File: config.mk
export PLATFORM = sky130hd
export DESIGN_NAME = trt_timer
export DESIGN_NICKNAME = d
export VERILOG_FILES = /design/src/rtl/trt_pkg.sv /design/src/rtl/trt_sync.sv /design/src/rtl/trt_timer.sv
export SDC_FILE = /design/constraint.sdc
export NUM_CORES = 1
export LEC_CHECK = 0
export BUFFER_PORTS_ARGS = -buffer_cell sky130_fd_sc_hd__buf_2
export CAP_MARGIN = 20
export CORE_ASPECT_RATIO = 1.25
export CORE_UTILIZATION = 56
export CTS_CLUSTER_DIAMETER = 60
export DETAILED_ROUTE_END_ITERATION = 12
export PLACE_DENSITY_LB_ADDON = 0.05
export SYNTH_ARGS = -nofsm -noshare
export SYNTH_HDL_FRONTEND = slang
export SYNTH_HIERARCHICAL = 1
export SYNTH_SLANG_ARGS = --single-unit
File: constraint.sdc
create_clock -name pclk -period 3.03 [get_ports pclk]
set_input_delay 0.1515 -clock pclk [delete_from_list [all_inputs] [get_ports pclk]]
set_output_delay 0.1515 -clock pclk [all_outputs]
set_load 0.02 [all_outputs]
File: src/rtl/trt_pkg.sv
package trt_pkg;
  // Register byte addresses on APB
  localparam logic [7:0] TRT_ADDR_CONTROL   = 8'h00;
  localparam logic [7:0] TRT_ADDR_RELOAD_LO = 8'h04;
  localparam logic [7:0] TRT_ADDR_RELOAD_HI = 8'h08;
  localparam logic [7:0] TRT_ADDR_COUNT_LO  = 8'h0C;
  localparam logic [7:0] TRT_ADDR_COUNT_HI  = 8'h10;
  localparam logic [7:0] TRT_ADDR_CLKCTL    = 8'h14;
  localparam logic [7:0] TRT_ADDR_IRQ_STAT  = 8'h18;
  localparam logic [7:0] TRT_ADDR_IRQ_MASK  = 8'h1C;
  // Control register fields
  localparam int TRT_BIT_HIGH_FLAG  = 7;
  localparam int TRT_BIT_LOW_FLAG   = 6;
  localparam int TRT_BIT_LOW_IE     = 5;
  localparam int TRT_BIT_CAPTURE_EN = 4;
  localparam int TRT_BIT_SPLIT      = 3;
  localparam int TRT_BIT_RUN        = 2;
  localparam int TRT_BIT_EXT_SEL    = 0;
  // Clock control fields
  localparam int TRT_BIT_LOW_CSEL   = 0;
  localparam int TRT_BIT_HIGH_CSEL  = 1;
  // Status fields
  localparam int TRT_ST_HIGH = 0;
  localparam int TRT_ST_LOW  = 1;
  localparam int TRT_ST_CAP  = 2;
  // Writable control bits other than flag bits 7 and 6
  localparam logic [7:0] TRT_CONTROL_WMASK = 8'h3D;
  // Reset values
  localparam logic [7:0] TRT_CONTROL_RESET = 8'h00;
  localparam logic [7:0] TRT_BYTE_RESET    = 8'h00;
  // Prescaler divide
  localparam logic [3:0] TRT_DIV_LAST = 4'hB;
  // Byte extremes
  localparam logic [7:0] TRT_BYTE_MAX = 8'hFF;
  // Clock source choices
  typedef enum logic [1:0] {TRT_SRC_SYS, TRT_SRC_DIV12, TRT_SRC_EXT} trt_src_type;
endpackage : trt_pkg

File: src/rtl/trt_sync.sv
`timescale 1ns/1ps
`default_nettype none
// Two-flop synchroniser with registered rise detect
module trt_sync (
  input  wire logic pclk,
  input  wire logic presetn,
  input  wire logic async_in,
  output logic      level,
  output logic      rise
);
  logic meta;   // First stage, read only by second
  logic stage2; // Settled level
  logic prev;   // Last level for edge detect
  logic next_rise;

  // Edge compare on settled stages only
  always_comb begin
    next_rise = stage2 & ~prev;
  end

  // Synchroniser chain
  always_ff @(posedge pclk or negedge presetn) begin
    if (!presetn) begin
      meta   <= 1'b0;
      stage2 <= 1'b0;
      prev   <= 1'b0;
      rise   <= 1'b0;
    end else begin
      meta   <= async_in;
      stage2 <= meta;
      prev   <= stage2;
      rise   <= next_rise;
    end
  end

  assign level = stage2;
endmodule // trt_sync
`default_nettype wire

File: src/rtl/trt_timer.sv
// Register access over APB and the register addresses were left to the implementer.
`timescale 1ns/1ps
`default_nettype none
// Reload/capture timer with APB registers
module trt_timer
  import trt_pkg::*;
(
  input  wire logic        pclk,
  input  wire logic        presetn,
  input  wire logic        psel,
  input  wire logic        penable,
  input  wire logic        pwrite,
  input  wire logic [7:0]  paddr,
  input  wire logic [31:0] pwdata,
  output logic [31:0]      prdata,
  output logic             pready,
  output logic             pslverr,
  input  wire logic        timer_irq_enable,
  input  wire logic        ext_osc_clk,
  input  wire logic        lf_osc_out,
  output logic             irq
);
  // Register state
  logic [7:0] control, next_control;   // Timer control
  logic [7:0] reload_lo, next_reload_lo;
  logic [7:0] reload_hi, next_reload_hi;
  logic [7:0] count_lo, next_count_lo;
  logic [7:0] count_hi, next_count_hi;
  logic [1:0] clkctl, next_clkctl;     // Per-byte clock selects
  logic [2:0] status, next_status;     // Sticky events
  logic [2:0] mask, next_mask;         // Interrupt mask
  logic [3:0] prescale, next_prescale; // Divide-by-12
  logic       div_tick, next_div_tick;
  logic [31:0] next_prdata;
  logic       next_pready;
  logic       next_pslverr;
  logic       next_irq;
  // Synchronised external inputs
  logic       ext_level, ext_rise;
  logic       lf_level, lf_rise;
  logic       ien_level;
  logic       ien_meta;
  // Bus strobes
  logic       wr_en, rd_setup;

  // External oscillator edges counted as ticks
  trt_sync u_ext_sync (
    .pclk     (pclk),
    .presetn  (presetn),
    .async_in (ext_osc_clk),
    .level    (ext_level),
    .rise     (ext_rise)
  );

  // Low-frequency oscillator edges trigger capture
  trt_sync u_lf_sync (
    .pclk     (pclk),
    .presetn  (presetn),
    .async_in (lf_osc_out),
    .level    (lf_level),
    .rise     (lf_rise)
  );

  // Pick one byte's tick from its source
  function automatic logic byte_tick(input logic csel, input logic ext_sel,
                                     input logic dtick, input logic etick);
    // Per-byte select overrides to system clock
    if (csel)
      byte_tick = 1'b1;
    else if (ext_sel)
      byte_tick = etick;
    else
      byte_tick = dtick;
  endfunction

  // Register read mux
  function automatic logic [31:0] read_word(input logic [7:0] a, input logic [7:0] c,
                                            input logic [7:0] rl, input logic [7:0] rh,
                                            input logic [7:0] cl, input logic [7:0] ch,
                                            input logic [1:0] k, input logic [2:0] s,
                                            input logic [2:0] m);
    case (a)
      TRT_ADDR_CONTROL:   read_word = {24'h000000, c};
      TRT_ADDR_RELOAD_LO: read_word = {24'h000000, rl};
      TRT_ADDR_RELOAD_HI: read_word = {24'h000000, rh};
      TRT_ADDR_COUNT_LO:  read_word = {24'h000000, cl};
      TRT_ADDR_COUNT_HI:  read_word = {24'h000000, ch};
      TRT_ADDR_CLKCTL:    read_word = {30'h00000000, k};
      TRT_ADDR_IRQ_STAT:  read_word = {29'h00000000, s};
      TRT_ADDR_IRQ_MASK:  read_word = {29'h00000000, m};
      default:            read_word = 32'h00000000;
    endcase
  endfunction

  // Address decode: known addresses accepted
  function automatic logic addr_ok(input logic [7:0] a);
    case (a)
      TRT_ADDR_CONTROL, TRT_ADDR_RELOAD_LO, TRT_ADDR_RELOAD_HI,
      TRT_ADDR_COUNT_LO, TRT_ADDR_COUNT_HI, TRT_ADDR_CLKCTL,
      TRT_ADDR_IRQ_STAT, TRT_ADDR_IRQ_MASK: addr_ok = 1'b1;
      default: addr_ok = 1'b0;
    endcase
  endfunction

  // Level input synchroniser for interrupt enable
  always_ff @(posedge pclk or negedge presetn) begin
    if (!presetn) begin
      ien_meta  <= 1'b0;
      ien_level <= 1'b0;
    end else begin
      ien_meta  <= timer_irq_enable;
      ien_level <= ien_meta;
    end
  end

  // Write occurs in access phase; slave answers in one wait cycle
  assign wr_en    = psel & penable & pready & pwrite;
  assign rd_setup = psel & ~penable;

  // Next-state logic for counters, registers and bus
  always_comb begin
    logic run_hi, run_lo, tick_hi, tick_lo, tick16;
    logic wrap_lo, wrap_hi;
    logic [15:0] cnt16;
    run_hi  = 1'b0;
    run_lo  = 1'b0;
    tick_hi = 1'b0;
    tick_lo = 1'b0;
    tick16  = 1'b0;
    wrap_lo = 1'b0;
    wrap_hi = 1'b0;
    cnt16   = {count_hi, count_lo};
    next_control   = control;
    next_reload_lo = reload_lo;
    next_reload_hi = reload_hi;
    next_count_lo  = count_lo;
    next_count_hi  = count_hi;
    next_clkctl    = clkctl;
    next_status    = status;
    next_mask      = mask;
    // Divide-by-12 prescaler
    if (prescale == TRT_DIV_LAST) begin
      next_prescale = 4'h0;
      next_div_tick = 1'b1;
    end else begin
      next_prescale = prescale + 4'h1;
      next_div_tick = 1'b0;
    end

    tick_lo = byte_tick(clkctl[TRT_BIT_LOW_CSEL], control[TRT_BIT_EXT_SEL], div_tick, ext_rise);
    tick_hi = byte_tick(clkctl[TRT_BIT_HIGH_CSEL], control[TRT_BIT_EXT_SEL], div_tick, ext_rise);

    if (control[TRT_BIT_SPLIT]) begin
      run_hi = control[TRT_BIT_RUN] & tick_hi;
      run_lo = tick_lo;
      if (run_lo) begin
        wrap_lo = (count_lo == TRT_BYTE_MAX);
        next_count_lo = wrap_lo ? reload_lo : count_lo + 8'h01;
      end
      if (run_hi) begin
        wrap_hi = (count_hi == TRT_BYTE_MAX);
        next_count_hi = wrap_hi ? reload_hi : count_hi + 8'h01;
      end
    end else begin
      // 16-bit auto-reload; low-byte select clocks both
      tick16 = control[TRT_BIT_RUN] & tick_lo;
      if (tick16) begin
        wrap_lo = (count_lo == TRT_BYTE_MAX);
        wrap_hi = (cnt16 == 16'hFFFF);
        {next_count_hi, next_count_lo} = wrap_hi ? {reload_hi, reload_lo} : cnt16 + 16'h0001;
      end
    end

    // Software writes; control flags clear by writing zero, status bits by writing one
    if (wr_en) begin
      case (paddr)
        TRT_ADDR_CONTROL:   next_control = (pwdata[7:0] & (TRT_CONTROL_WMASK | 8'hC0));
        TRT_ADDR_RELOAD_LO: next_reload_lo = pwdata[7:0];
        TRT_ADDR_RELOAD_HI: next_reload_hi = pwdata[7:0];
        TRT_ADDR_COUNT_LO:  next_count_lo = pwdata[7:0];
        TRT_ADDR_COUNT_HI:  next_count_hi = pwdata[7:0];
        TRT_ADDR_CLKCTL:    next_clkctl = pwdata[1:0];
        TRT_ADDR_IRQ_STAT:  next_status = status & ~pwdata[2:0];
        TRT_ADDR_IRQ_MASK:  next_mask = pwdata[2:0];
        default:            next_mask = mask;
      endcase
    end

    if (control[TRT_BIT_CAPTURE_EN] && lf_rise) begin
      next_reload_hi = count_hi;
      next_reload_lo = count_lo;
      next_status[TRT_ST_CAP] = 1'b1;
    end
    if (wrap_hi) begin
      next_control[TRT_BIT_HIGH_FLAG] = 1'b1;
      next_status[TRT_ST_HIGH] = 1'b1;
    end
    if (wrap_lo) begin
      next_control[TRT_BIT_LOW_FLAG] = 1'b1;
      next_status[TRT_ST_LOW] = 1'b1;
    end

    next_irq = ien_level & ((next_control[TRT_BIT_HIGH_FLAG] & mask[TRT_ST_HIGH])
             | (next_control[TRT_BIT_LOW_FLAG] & next_control[TRT_BIT_LOW_IE]
                & mask[TRT_ST_LOW])
             | (next_status[TRT_ST_CAP] & mask[TRT_ST_CAP]));

    // One wait state: ready in second access cycle
    next_pready  = psel & penable & ~pready;
    next_pslverr = psel & penable & ~pready & ~addr_ok(paddr);
    next_prdata  = prdata;
    if (rd_setup && !pwrite)
      next_prdata = read_word(paddr, control, reload_lo, reload_hi, count_lo,
                              count_hi, clkctl, status, mask);
  end

  // State registers
  always_ff @(posedge pclk or negedge presetn) begin
    if (!presetn) begin
      control   <= TRT_CONTROL_RESET;
      reload_lo <= TRT_BYTE_RESET;
      reload_hi <= TRT_BYTE_RESET;
      count_lo  <= TRT_BYTE_RESET;
      count_hi  <= TRT_BYTE_RESET;
      clkctl    <= 2'h0;
      status    <= 3'h0;
      mask      <= 3'h0;
      prescale  <= 4'h0;
      div_tick  <= 1'b0;
      prdata    <= 32'h00000000;
      pready    <= 1'b0;
      pslverr   <= 1'b0;
      irq       <= 1'b0;
    end else begin
      control   <= next_control;
      reload_lo <= next_reload_lo;
      reload_hi <= next_reload_hi;
      count_lo  <= next_count_lo;
      count_hi  <= next_count_hi;
      clkctl    <= next_clkctl;
      status    <= next_status;
      mask      <= next_mask;
      prescale  <= next_prescale;
      div_tick  <= next_div_tick;
      prdata    <= next_prdata;
      pready    <= next_pready;
      pslverr   <= next_pslverr;
      irq       <= next_irq;
    end
  end
endmodule // trt_timer
`default_nettype wire

# Yosys cells after proc, flatten, opt, wreduce, memory -nomap -nowiden

Memory sizes are Yosys's and may differ from the RTL's.
Cells that the tools add are included.

Memories: 1
Bits of input ports: 48
Memory bits (writable): 0
Output and inout port bits: 35
Flip-flop bits (word level): 97
Bits in latches: 0
Memory bits (read-only): 32
Word-level logic and storage cells: 127

Memory list:

| name            | words | bits a word | read ports | clocked after Yosys merged registers in | wr ports | line            | source |
|---|---|---|---|---|---|---|---|
| (no name shown) | 32    | 1           | 1          | 0                                       | 0        | trt_timer.sv:97 | `case (a)` |

Bitwise operators: 24
Shift operators: 0
$add $sub $neg: 4
Div/mod/pow operators: 0
$mul: 0
Reduce and logical (&&, ||, !) cells: 19
Mux-type cells: 41
Equal/unequal tests: 11
Order comparisons: 0

Operators with widths:

| cell                                                | number |
|---|---|
| two-way mux 8 bit                                   | 20 |
| case mux 8 bit (8 select lines)                     | 1 |
| equality test 8 x 5 -> 1 bit, second input constant | 4 |
| adder 16 x 1 -> 16 bit, second input constant       | 1 |
| adder 8 x 1 -> 8 bit, second input constant         | 2 |
| equality test 16 bit, second input constant         | 1 |
| equality test 8 x 4 -> 1 bit, second input constant | 2 |
| equality test 8 bit, second input constant          | 2 |
| two-way mux 1 bit                                   | 16 |
| two-way mux 16 bit                                  | 1 |
| bitwise AND 1 bit                                   | 15 |
| AND reduction 2 bit                                 | 7 |
| nonzero test 2 bit                                  | 7 |
| equality test 8 x 3 -> 1 bit, second input constant | 1 |
| zero test 8 bit                                     | 1 |
| two-way mux 3 bit                                   | 2 |
| NOT 1 bit                                           | 5 |
| adder 4 x 1 -> 4 bit, second input constant         | 1 |
| equality test 4 bit, second input constant          | 1 |
| two-way mux 4 bit                                   | 1 |
| bitwise AND 3 bit                                   | 1 |
| zero test 3 bit                                     | 1 |
| NOT 3 bit                                           | 1 |
| logical AND 1 bit                                   | 2 |
| other kinds (2)                                     | 3 |

# Longest topological paths before layout

Gate-level depths: netlist (run 1).

Word-level depth: 11
Depth in mapped cells: 8
Depth with buffers taken out: 6

# Modules after synthesis

Netlist (run 1), hierarchy kept.

By module, submodules not included:

| module    | cells each | area an instance (um^2) | seq. area each (um^2) | times used |
|---|---|---|---|---|
| trt_timer | 471        | 4,290.4                 | 1,626.6               | 1 |
| trt_sync  | 5          | 113.9                   | 100.1                 | 2 |

# Worst setup path before layout (run 1)

Ideal clock, no wire load.

Kind: reg-to-reg
Start point: register count_lo[1]
End point: register count_lo[3]
Arrival time: 2,057 ps
Stages on the path, launching flop included: 8
Library setup time: 143 ps
Period minus slack after synthesis: 2,200 ps
Slack: 830 ps
Data required time: 2,887 ps
Path buffers: 1
Cell sequence: dfrtp_1 > ha_1 > nand3_4 > or4_4 > buf_6 > mux2_4 > o22ai_1 > a221oi_2

Word-level cells in the longest chain between the ends: 6
Elaborated cells on any way between the ends: 11
Classes of those cells: add/sub (2); eq/ne (2); mux (7)

RTL lines:

| item                                                           | line                               | source |
|---|---|---|
| from (decl)                                                    | trt_timer.sv:27                    | `logic [7:0] count_lo, next_count_lo;` |
| from (signal assigned)                                         | trt_timer.sv:238                   | `count_lo <= next_count_lo;` |
| adder 16 x 1 -> 16 bit, or another cell as far along           | trt_timer.sv:170                   | `{next_count_hi, next_count_lo} = wrap_hi ? {reload_hi, reload_lo} : cnt16 + 16'h0001;` |
| two-way mux 16 bit / two-way mux 8 bit (equally long branches) | trt_timer.sv:170, trt_timer.sv:158 |  |
| two-way mux 8 bit, on equally long branches                    | trt_timer.sv:167, trt_timer.sv:156 |  |
| two-way mux 8 bit *                                            | trt_timer.sv:153                   | `if (control[TRT_BIT_SPLIT]) begin` |
| two-way mux 8 bit                                              | trt_timer.sv:176                   | `case (paddr)` |
| two-way mux 8 bit *                                            | trt_timer.sv:175                   | `if (wr_en) begin` |
| net next_count_lo[3]                                           | trt_timer.sv:27                    |  |

Mark *: on every way through the listed nets, which the timed path passes. The rest lies on a longest branch.
A chain may end at the register's enable or synchronous reset.

# Worst setup path in the final report (run 1)

Start point: register count_lo[0]
End point: register count_lo[3]

Same word-level chain as after synthesis.

==> insert_results.sql, run 1 <==
INSERT INTO impl_metrics (metric_group, metric, value, unit) VALUES
('run_status', 'status', 'complete, no violations', ''),
('synthesis', 'netlist.top_cell.by_area', 'sky130_fd_sc_hd__dfrtp_1', ''),
('clock_network', 'htree_num_levels', '3', ''),
('timing', 'slew-limit-headroom', '38.5', '%'),
('detailed_routing', 'vias_per_cell', '6.59', ''),
('timing', 'setup_violations', '0', ''),
('layout', 'final_cell_area', '4860', 'sq um'),
('timing', 'post_route_fraction_of_the_period_consumed_by_the_critical_path', '84.1', '%'),
('worst_setup_path', 'slowest_delay', '0.69', 'ns'),
('layout', 'final_cell_mix', 'sky130_fd_sc_hd__dfrtp_1 (73), sky130_fd_sc_hd__nand2_1 (48), sky130_fd_sc_hd__nor2_1 (35)', ''),
('layout', 'layout.area.seq', '1830', 'sq um'),
('detailed_routing', 'route.detailed.drc', '0', ''),
('timing', 'timing.setup.tns', '0', 'ns'),
('worst_setup_path', 'critical_path.reg2reg.endpoint', 'count_lo[3]', ''),
('synthesis', 'syn_avg_cell_area', '9.39', 'sq um'),
('layout', 'area_delta_synth_final', '7.50', '%'),
('die', 'die_h', '102', 'um'),
('detailed_routing', 'num_vias', '3972', ''),
('layout', 'multi_input_comb_area', '2390', 'sq um'),
('synthesis', 'syn_inst', '481', ''),
('synthesis', 'synth_top_flop_cell', 'sky130_fd_sc_hd__dfrtp_1', ''),
('clock_network', 'clock_tree_from_tritoncts', 'done', ''),
('layout', 'commonest_non_fill_non_tap_cell_in_the_layout', 'sky130_fd_sc_hd__dfrtp_1', ''),
('clock_network', 'clockBufferDepth', '2', ''),
('synthesis', 'synth.area.top_cells', 'sky130_fd_sc_hd__dfrtp_1 (40%), sky130_fd_sc_hd__mux2i_1 (4.7%), sky130_fd_sc_hd__buf_4 (4.3%)', ''),
('place', 'dp_cells', '582', ''),
('synthesis', 'synth-async-reset-ratio', '100', '%'),
('synthesis', 'netlist.area_leader.share', '40.4', '%'),
('clock_network', 'cts-buffers-inserted', '9', ''),
('layout', 'antenna_diodes', '0', ''),
('die', 'initial_standard_cell_utilization_of_the_core', '58.0', '%'),
('synthesis', 'seq_area_frac_synth', '40.4', '%'),
('worst_setup_path', 'worst_r2r_startpoint', 'count_lo[0]', ''),
('layout', 'fillers', '671', ''),
('grt', 'grt_pass1_vias', '3695', ''),
('clock_network', 'numClockSinks', '73', ''),
('power_and_ir_drop', 'comb_power_share', '12.9', '%'),
('timing', 'tightestPinTransition', '0.922', 'ns'),
('timing', 'hold_ws', '0.0308', 'ns'),
('power_and_ir_drop', 'sw_power', '619', 'uW'),
('power_and_ir_drop', 'power.clock.fraction', '36.7', '%'),
('layout', 'final_net_count', '554', ''),
('synthesis', 'synth.yosys.warnings', '6', ''),
('place', 'dp_hpwl', '8790', 'um'),
('power_and_ir_drop', 'sequentialPowerShare', '50.4', '%'),
('grt', 'grt_start_max_net_pins', '74', ''),
('power_and_ir_drop', 'power.leakage', '2.11', 'nW'),
('clock_network', 'post_cts.repair.setup_buffers', '0', ''),
('flow_run', 'max_cap_viol_count', '0', ''),
('synthesis', 'yosys.cell_types.count', '76', ''),
('timing', 'maxSlewViolCount', '0', ''),
('worst_setup_path', 'setup.reg_to_reg.worst_slack', '0.48', 'ns'),
('layout', 'post_route_cells_drive_above_1_share', '17.7', '%'),
('power_and_ir_drop', 'power.density', '433', 'nW/um^2'),
('power_and_ir_drop', 'finalPower', '2.10', 'mW'),
('worst_setup_path', 'cp_data_arrival_time', '2.76', 'ns'),
('grt', 'number_of_antenna_violations_at_the_first_check_in_global_routing', '0', ''),
('power_and_ir_drop', 'internal-power', '1.48', 'mW'),
('worst_setup_path', 'cp_max_fo', '10', ''),
('worst_setup_path', 'worst_setup_path_start_kind', 'register', ''),
('min_path', 'hold_path.startpoint', 'psel', ''),
('timing', 'finalClockSkew', '0.0121', 'ns'),
('power_and_ir_drop', 'worst_ir_drop_vdd', '0.324', 'mV'),
('clock_network', 'clockRootBuffer', 'sky130_fd_sc_hd__clkbuf_8', ''),
('worst_setup_path', 'setup.worst_path.end_class', 'register', ''),
('layout', 'finalNonFillerCells', '603', ''),
('timing', 'min_period', '2.55', 'ns'),
('timing', 'final-hold-violation-count', '0', ''),
('place', 'place_area', '4610', 'sq um'),
('grt', 'track_usage', '32.0', '%'),
('worst_setup_path', 'worst-r2r-cell-count', '6', '');
==> tightest hold or removal path, cell delays in order <==
cell                      delay, ns
sky130_fd_sc_hd__buf_2         0.11
sky130_fd_sc_hd__nand2_1       0.05
sky130_fd_sc_hd__nor2_1        0.05
==> registers in the layout, summed over array words and instances, names as in the netlist, 2 cells and up <==
| name | cells |
|---|---|
| control | 7 |
| count_hi | 8 |
| prdata | 8 |
| reload_lo | 8 |
| prescale | 4 |
| status | 3 |
| clkctl | 2 |
| mask | 3 |
| count_lo | 8 |
| reload_hi | 8 |
==> power groups by stage <==
| stage | registers [mW] | clock network (mW) | logic, mW |
|---|---|---|---|
| floorplan | 1.08 | 0 | 0.185 |
| global placement | 1.08 | 0 | 0.260 |
| detailed placement | 1.08 | 0 | 0.265 |
| CTS | 1.06 | 0.787 | 0.269 |
| global route | 1.06 | 0.826 | 0.299 |
| finish | 1.06 | 0.771 | 0.271 |
==> worst max path at each step <==
stage	startpoint	end	slack (ns)	cells after the start
CTS	count_lo[0]	count_lo[3]	0.54	6
finish	count_lo[0]	count_lo[3]	0.48	6
global placement	count_lo[0]	count_lo[3]	0.58	6
floorplan	count_lo[1]	count_lo[3]	0.83	7
detailed placement	count_lo[0]	count_lo[3]	0.57	6
global route	count_lo[0]	count_lo[3]	0.37	6
==> final cells by class <==
type / instances / area share, %
well taps: 95 / 2.45
inverters: 12 / 0.927
clock buffers: 9 / 2.55
repair buffers: 46 / 5.77
multi-input cells: 361 / 49.3
flip-flops and latches: 73 / 37.6
clock inverters: 7 / 1.44
==> cells by family after synthesis <==
kind of cell / share of synthesized area, %
flip-flops: 40.4
buffers and inverters: 8.64
AO/OA/AOI/OAI: 22.7
AND/OR/NAND/NOR: 17.7
other: 0.0830
XOR/XNOR: 0.775
adder cells (fa/ha/maj): 0.831
multiplexers: 8.81
==> Yosys cell counts (all sizes together) (10+ instances only) <==
cell / instances
nand3: 18
mux2: 16
buf: 44
nor2: 35
clkbuf: 14
a31oi: 14
o21ai: 32
dfrtp: 73
inv: 12
mux2i: 21
nand2: 48
nor3: 10
a21oi: 15
==> metrics by stage <==
| stage | util, % | setup WS [ns] |
|---|---|---|
| finish | 62.3 | 0.482 |
| CTS | 62.1 | 0.544 |
| detailed placement | 59.1 | 0.574 |
| global placement | 59.1 | 0.583 |
| floorplan | - | 0.830 |
| global route | 62.3 | 0.373 |
==> layer usage <==
layer / wire length (um) / track usage, %
met1: 5220 / 41.4
met2: 6040 / 50.7
met3: 812 / 5.36
met4: 454 / 17.5
met5: 0 / 0
No activity file was read; power rests on OpenSTA's default activity.
==> run 2: changes to the inputs <==
- ABC_AREA: default -> 1
- CORE_UTILIZATION: 56 -> 57
- clock period: 3.03 -> 2.5 ns (I/O delays scaled with it)
==> run 2 against run 1 <==
  * The run now ends with DRC left
  * First-iteration DRC count is 8.7% higher
  * Sequential share of layout area shrank 2.4 points
  * Die area is 3.8% higher
  * Critical path type unchanged
  * Largest cell class unchanged
  * Highest routed layer unchanged
==> insert_results.sql, run 2 <==
INSERT INTO impl_metrics (metric_group, metric, value, unit) VALUES
('run_status', 'status', 'finished with violations', ''),
('run_status', 'failed_checks', 'DRC', ''),
('timing', 'tightestPinTransition', '0.927', 'ns'),
('worst_setup_path', 'cp_data_arrival_time', '2.41', 'ns'),
('layout', 'finalNonFillerCells', '829', ''),
('timing', 'final-hold-violation-count', '0', ''),
('worst_setup_path', 'timing.critical_path.mode_cell', 'sky130_fd_sc_hd__o21ai_0', ''),
('power_and_ir_drop', 'power.density', '535', 'nW/um^2'),
('synthesis', 'synth_most_common_cell', 'sky130_fd_sc_hd__nand2_1', ''),
('synthesis', 'yosys-top-cells-count', 'sky130_fd_sc_hd__nand2_1 (180), sky130_fd_sc_hd__inv_1 (84), sky130_fd_sc_hd__nor2_1 (78)', ''),
('power_and_ir_drop', 'netSwitchingFraction', '33.9', '%'),
('worst_setup_path', 'timing_worst_setup_path_type', 'reg -> reg', ''),
('synthesis', 'synth_enable_flop_cells', '0', ''),
('timing', 'fmaxAchievable', '463', 'MHz'),
('worst_setup_path', 'setup.worst_path.end_class', 'register', ''),
('worst_setup_path', 'worst-r2r-cell-count', '8', ''),
('synthesis', 'synth_cell_area', '4780', 'sq um'),
('layout', 'post_route_cells_drive_above_1_share', '12.4', '%'),
('power_and_ir_drop', 'internal-power', '1.84', 'mW'),
('detailed_routing', 'drt-pass1-iter-count', '9', ''),
('die', 'core', '8190', 'sq um'),
('synthesis', 'synth.yosys.warnings', '6', ''),
('power_and_ir_drop', 'comb_power_share', '19.2', '%'),
('flow_run', 'max_cap_viol_count', '0', ''),
('synthesis', 'netlist.top_cell.by_area', 'sky130_fd_sc_hd__dfrtp_1', ''),
('power_and_ir_drop', 'power.clock.fraction', '34.7', '%'),
('die', 'die_h', '104', 'um'),
('grt', 'grt_pass1_vias', '4509', ''),
('worst_setup_path', 'cp_max_fo', '14', ''),
('worst_setup_path', 'slowest_delay', '0.50', 'ns'),
('synthesis', 'postSynthRegisterBits', '73', ''),
('worst_setup_path', 'worstPathCellList', 'ha_1 -> nand3_1 -> inv_2 -> nand2_2 -> nor2_4 -> o21ai_0 -> o21ai_0 -> a21oi_1', ''),
('timing', 'slew-limit-headroom', '38.2', '%'),
('detailed_routing', 'detail_route.wirelength', '13800', 'um'),
('timing', 'finalClockSkew', '0.00986', 'ns'),
('place', 'place_congestion', '0.994', ''),
('clock_network', 'numClockSinks', '73', ''),
('synthesis', 'synth.area.top_cells', 'sky130_fd_sc_hd__dfrtp_1 (38%), sky130_fd_sc_hd__nand2_1 (14%), sky130_fd_sc_hd__inv_1 (6.6%)', ''),
('grt', 'grt_first_pass_wirelength', '22500', 'um'),
('clock_network', 'htree_num_levels', '3', ''),
('detailed_routing', 'post_drt_wl_per_cell', '16.7', 'um'),
('place', 'buffer_ports.inserted', '34', ''),
('grt', 'grt_start_max_net_pins', '74', ''),
('layout', 'area_delta_synth_final', '8.66', '%'),
('grt', 'global_route.overflow_total', '0', ''),
('worst_setup_path', 'crit_end', 'count_lo[0]', ''),
('detailed_routing', 'route.detailed.drc', '6', ''),
('grt', 'number_of_antenna_violations_at_the_first_check_in_global_routing', '0', ''),
('detailed_routing', 'drt_first_iter_violations', '486', ''),
('worst_setup_path', 'critical_path_required', '2.75', 'ns'),
('clock_network', 'clock_tree_from_tritoncts', 'done', ''),
('min_path', 'hp-class', 'in -> reg', ''),
('power_and_ir_drop', 'power.leakage', '2.87', 'nW'),
('die', 'num_rows', '37', ''),
('layout', 'final_net_count', '778', ''),
('clock_network', 'clockRootBuffer', 'sky130_fd_sc_hd__clkbuf_8', ''),
('clock_network', 'cts-buffers-inserted', '9', ''),
('synthesis', 'synth-async-reset-ratio', '100', '%'),
('die', 'number_of_top_level_pins', '83', ''),
('clock_network', 'clkTransAtPathRegs', '0.09', 'ns'),
('timing', 'timing.setup.tns', '0', 'ns'),
('layout', 'commonest_non_fill_non_tap_cell_in_the_layout', 'sky130_fd_sc_hd__nand2_1', ''),
('worst_setup_path', 'worst_r2r_startpoint', 'count_hi[1]', ''),
('clock_network', 'clockBufferDepth', '2', ''),
('worst_setup_path', 'critPathTopFamily', 'simple AND/OR/NAND/NOR gates', ''),
('power_and_ir_drop', 'sw_power', '941', 'uW'),
('synthesis', 'syn_avg_cell_area', '6.97', 'sq um'),
('die', 'die_area', '8760', 'sq um'),
('place', 'dp_cells', '809', ''),
('layout', 'final_cell_mix', 'sky130_fd_sc_hd__nand2_1 (180), sky130_fd_sc_hd__inv_1 (84), sky130_fd_sc_hd__nor2_1 (78)', ''),
('worst_setup_path', 'worst_setup_path_start_kind', 'register', ''),
('layout', 'antenna_diodes', '0', ''),
('timing', 'final_critical_path_setup_slack', '0.340', 'ns'),
('power_and_ir_drop', 'finalPower', '2.78', 'mW'),
('worst_setup_path', 'setup.reg_to_reg.worst_slack', '0.34', 'ns'),
('worst_setup_path', 'critical_path.reg2reg.endpoint', 'count_lo[0]', ''),
('timing', 'rsz0062_at_grt', 'false', ''),
('clock_network', 'clkLatencyLatePin', '0.37', 'ns'),
('detailed_routing', 'ant_nets', '0', ''),
('synthesis', 'netlist.area_leader.share', '38.2', '%'),
('synthesis', 'yosys.cell_types.count', '34', ''),
('worst_setup_path', 'worst_setup_path_startpoint', 'count_hi[1]', ''),
('place', 'placement.setup.worst_slack', '0.410', 'ns'),
('synthesis', 'syn_inst', '686', ''),
('place', 'dp_hpwl', '10400', 'um'),
('power_and_ir_drop', 'worst_ir_drop_vdd', '0.365', 'mV'),
('detailed_routing', 'num_vias', '4724', ''),
('timing', 'min_period', '2.16', 'ns'),
('timing', 'setup_violations', '0', ''),
('worst_setup_path', 'crit_cells', '8', ''),
('detailed_routing', 'vias_per_cell', '5.70', ''),
('grt', 'track_usage', '33.5', '%'),
('synthesis', 'seq_area_frac_synth', '38.2', '%'),
('power_and_ir_drop', 'sequentialPowerShare', '46.1', '%'),
('worst_setup_path', 'crit_path_top_delay_cell', 'sky130_fd_sc_hd__dfrtp_1', ''),
('synthesis', 'synth_top_flop_cell', 'sky130_fd_sc_hd__dfrtp_1', ''),
('die', 'die-width', '83.9', 'um'),
('worst_setup_path', 'critical_path.n_buffers_inverters', '1', ''),
('timing', 'post_route_fraction_of_the_period_consumed_by_the_critical_path', '86.4', '%'),
('timing', 'maxSlewViolCount', '0', ''),
('die', 'initial_standard_cell_utilization_of_the_core', '58.3', '%');
run 2: cell count changes after synthesis, sizes merged, moves of 10 or more:
cell | previous run | this run
nand2 | 48 | 186
inv | 12 | 88
nor2 | 35 | 88
nand3 | 18 | 59
a21oi | 15 | 41
mux2i | 21 | 1
o21ai | 32 | 52
mux2 | 16 | 0
a31oi | 14 | 0
a22oi | 1 | 13
clkbuf | 14 | 4
run 2: repair_timing:
action | 4_1_cts | 5_1_grt
gates resized for setup | 0 | 0
hold endpoints to repair | 76 | 0
hold buffers | 4 | 0
setup buffers | 0 | 0
run 2: worst min-delay path by stage:
stage	startpoint	endpoint	slack (ns)	cells after the start
3_3_place_gp	lf_osc_out	u_lf_sync/meta	0.23	1
6_report	psel	pready	0.01	3
5_1_grt	psel	pready	0.04	3
4_1_cts	psel	pready	0.004	3
2_1_floorplan	presetn	clkctl[0]	-0.17	0
3_5_place_dp	lf_osc_out	u_lf_sync/meta	0.23	1
run 2: worst min-delay path: stages:
cell and delay, ns:
sky130_fd_sc_hd__buf_2 0.13, sky130_fd_sc_hd__nand2_1 0.06, sky130_fd_sc_hd__nor2_1 0.04
run 2: cells by family (layout without fill, tap and decap cells):
kind of cell | Yosys count | count (layout) | synth area share [%]
adder cells (fa/ha/maj) | 3 | 3 | 0.785
AO/OA/AOI/OAI | 127 | 127 | 14.9
buffers and inverters | 130 | 153 | 12.9
multiplexers | 1 | 1 | 0.209
flip-flops | 73 | 73 | 38.2
AND/OR/NAND/NOR | 345 | 345 | 31.9
XOR/XNOR | 6 | 6 | 1.10
other | 1 | 24 | 0.0785
run 2: power by group through the flow:
stage                     Clock (mW)  Sequential, mW  Combinational [mW]
after floorplan                    0            1.29               0.396
after global routing            1.02            1.29               0.585
after CTS                      0.981            1.28               0.525
after detailed placement           0            1.30               0.518
after global placement             0            1.30               0.512
final                          0.965            1.28               0.533
run 2: layer usage:
metal	GRT usage, %	vias to the layer above	part of all wire (%)
met3	5.08	49	7.7
met1	42.8	2188	41
met5	0	-	0
met4	19.1	0	4.8
met2	54.0	238	47
li1	-	2249	-
run 2: area by class of cell:
type,count,area [sq um]
Tap cell,97,121
Inverter,90,340
Clock buffer,9,124
Timing Repair Buffer,47,280
Multi-Input combinational cell,506,2420
Sequential cell,73,1830
Clock inverter,7,77.6
Fill cell,760,3000
run 2: per-stage QoR:
stage,util [%],hold slack [ns],instance area (sq um)
CTS,63.4,0.00389,5190
detailed placement,60.4,0.234,4950
floorplan,-,-0.171,4870
global placement,60.4,0.234,4950
finish,63.4,0.0128,5190
global route,63.4,0.0352,5190
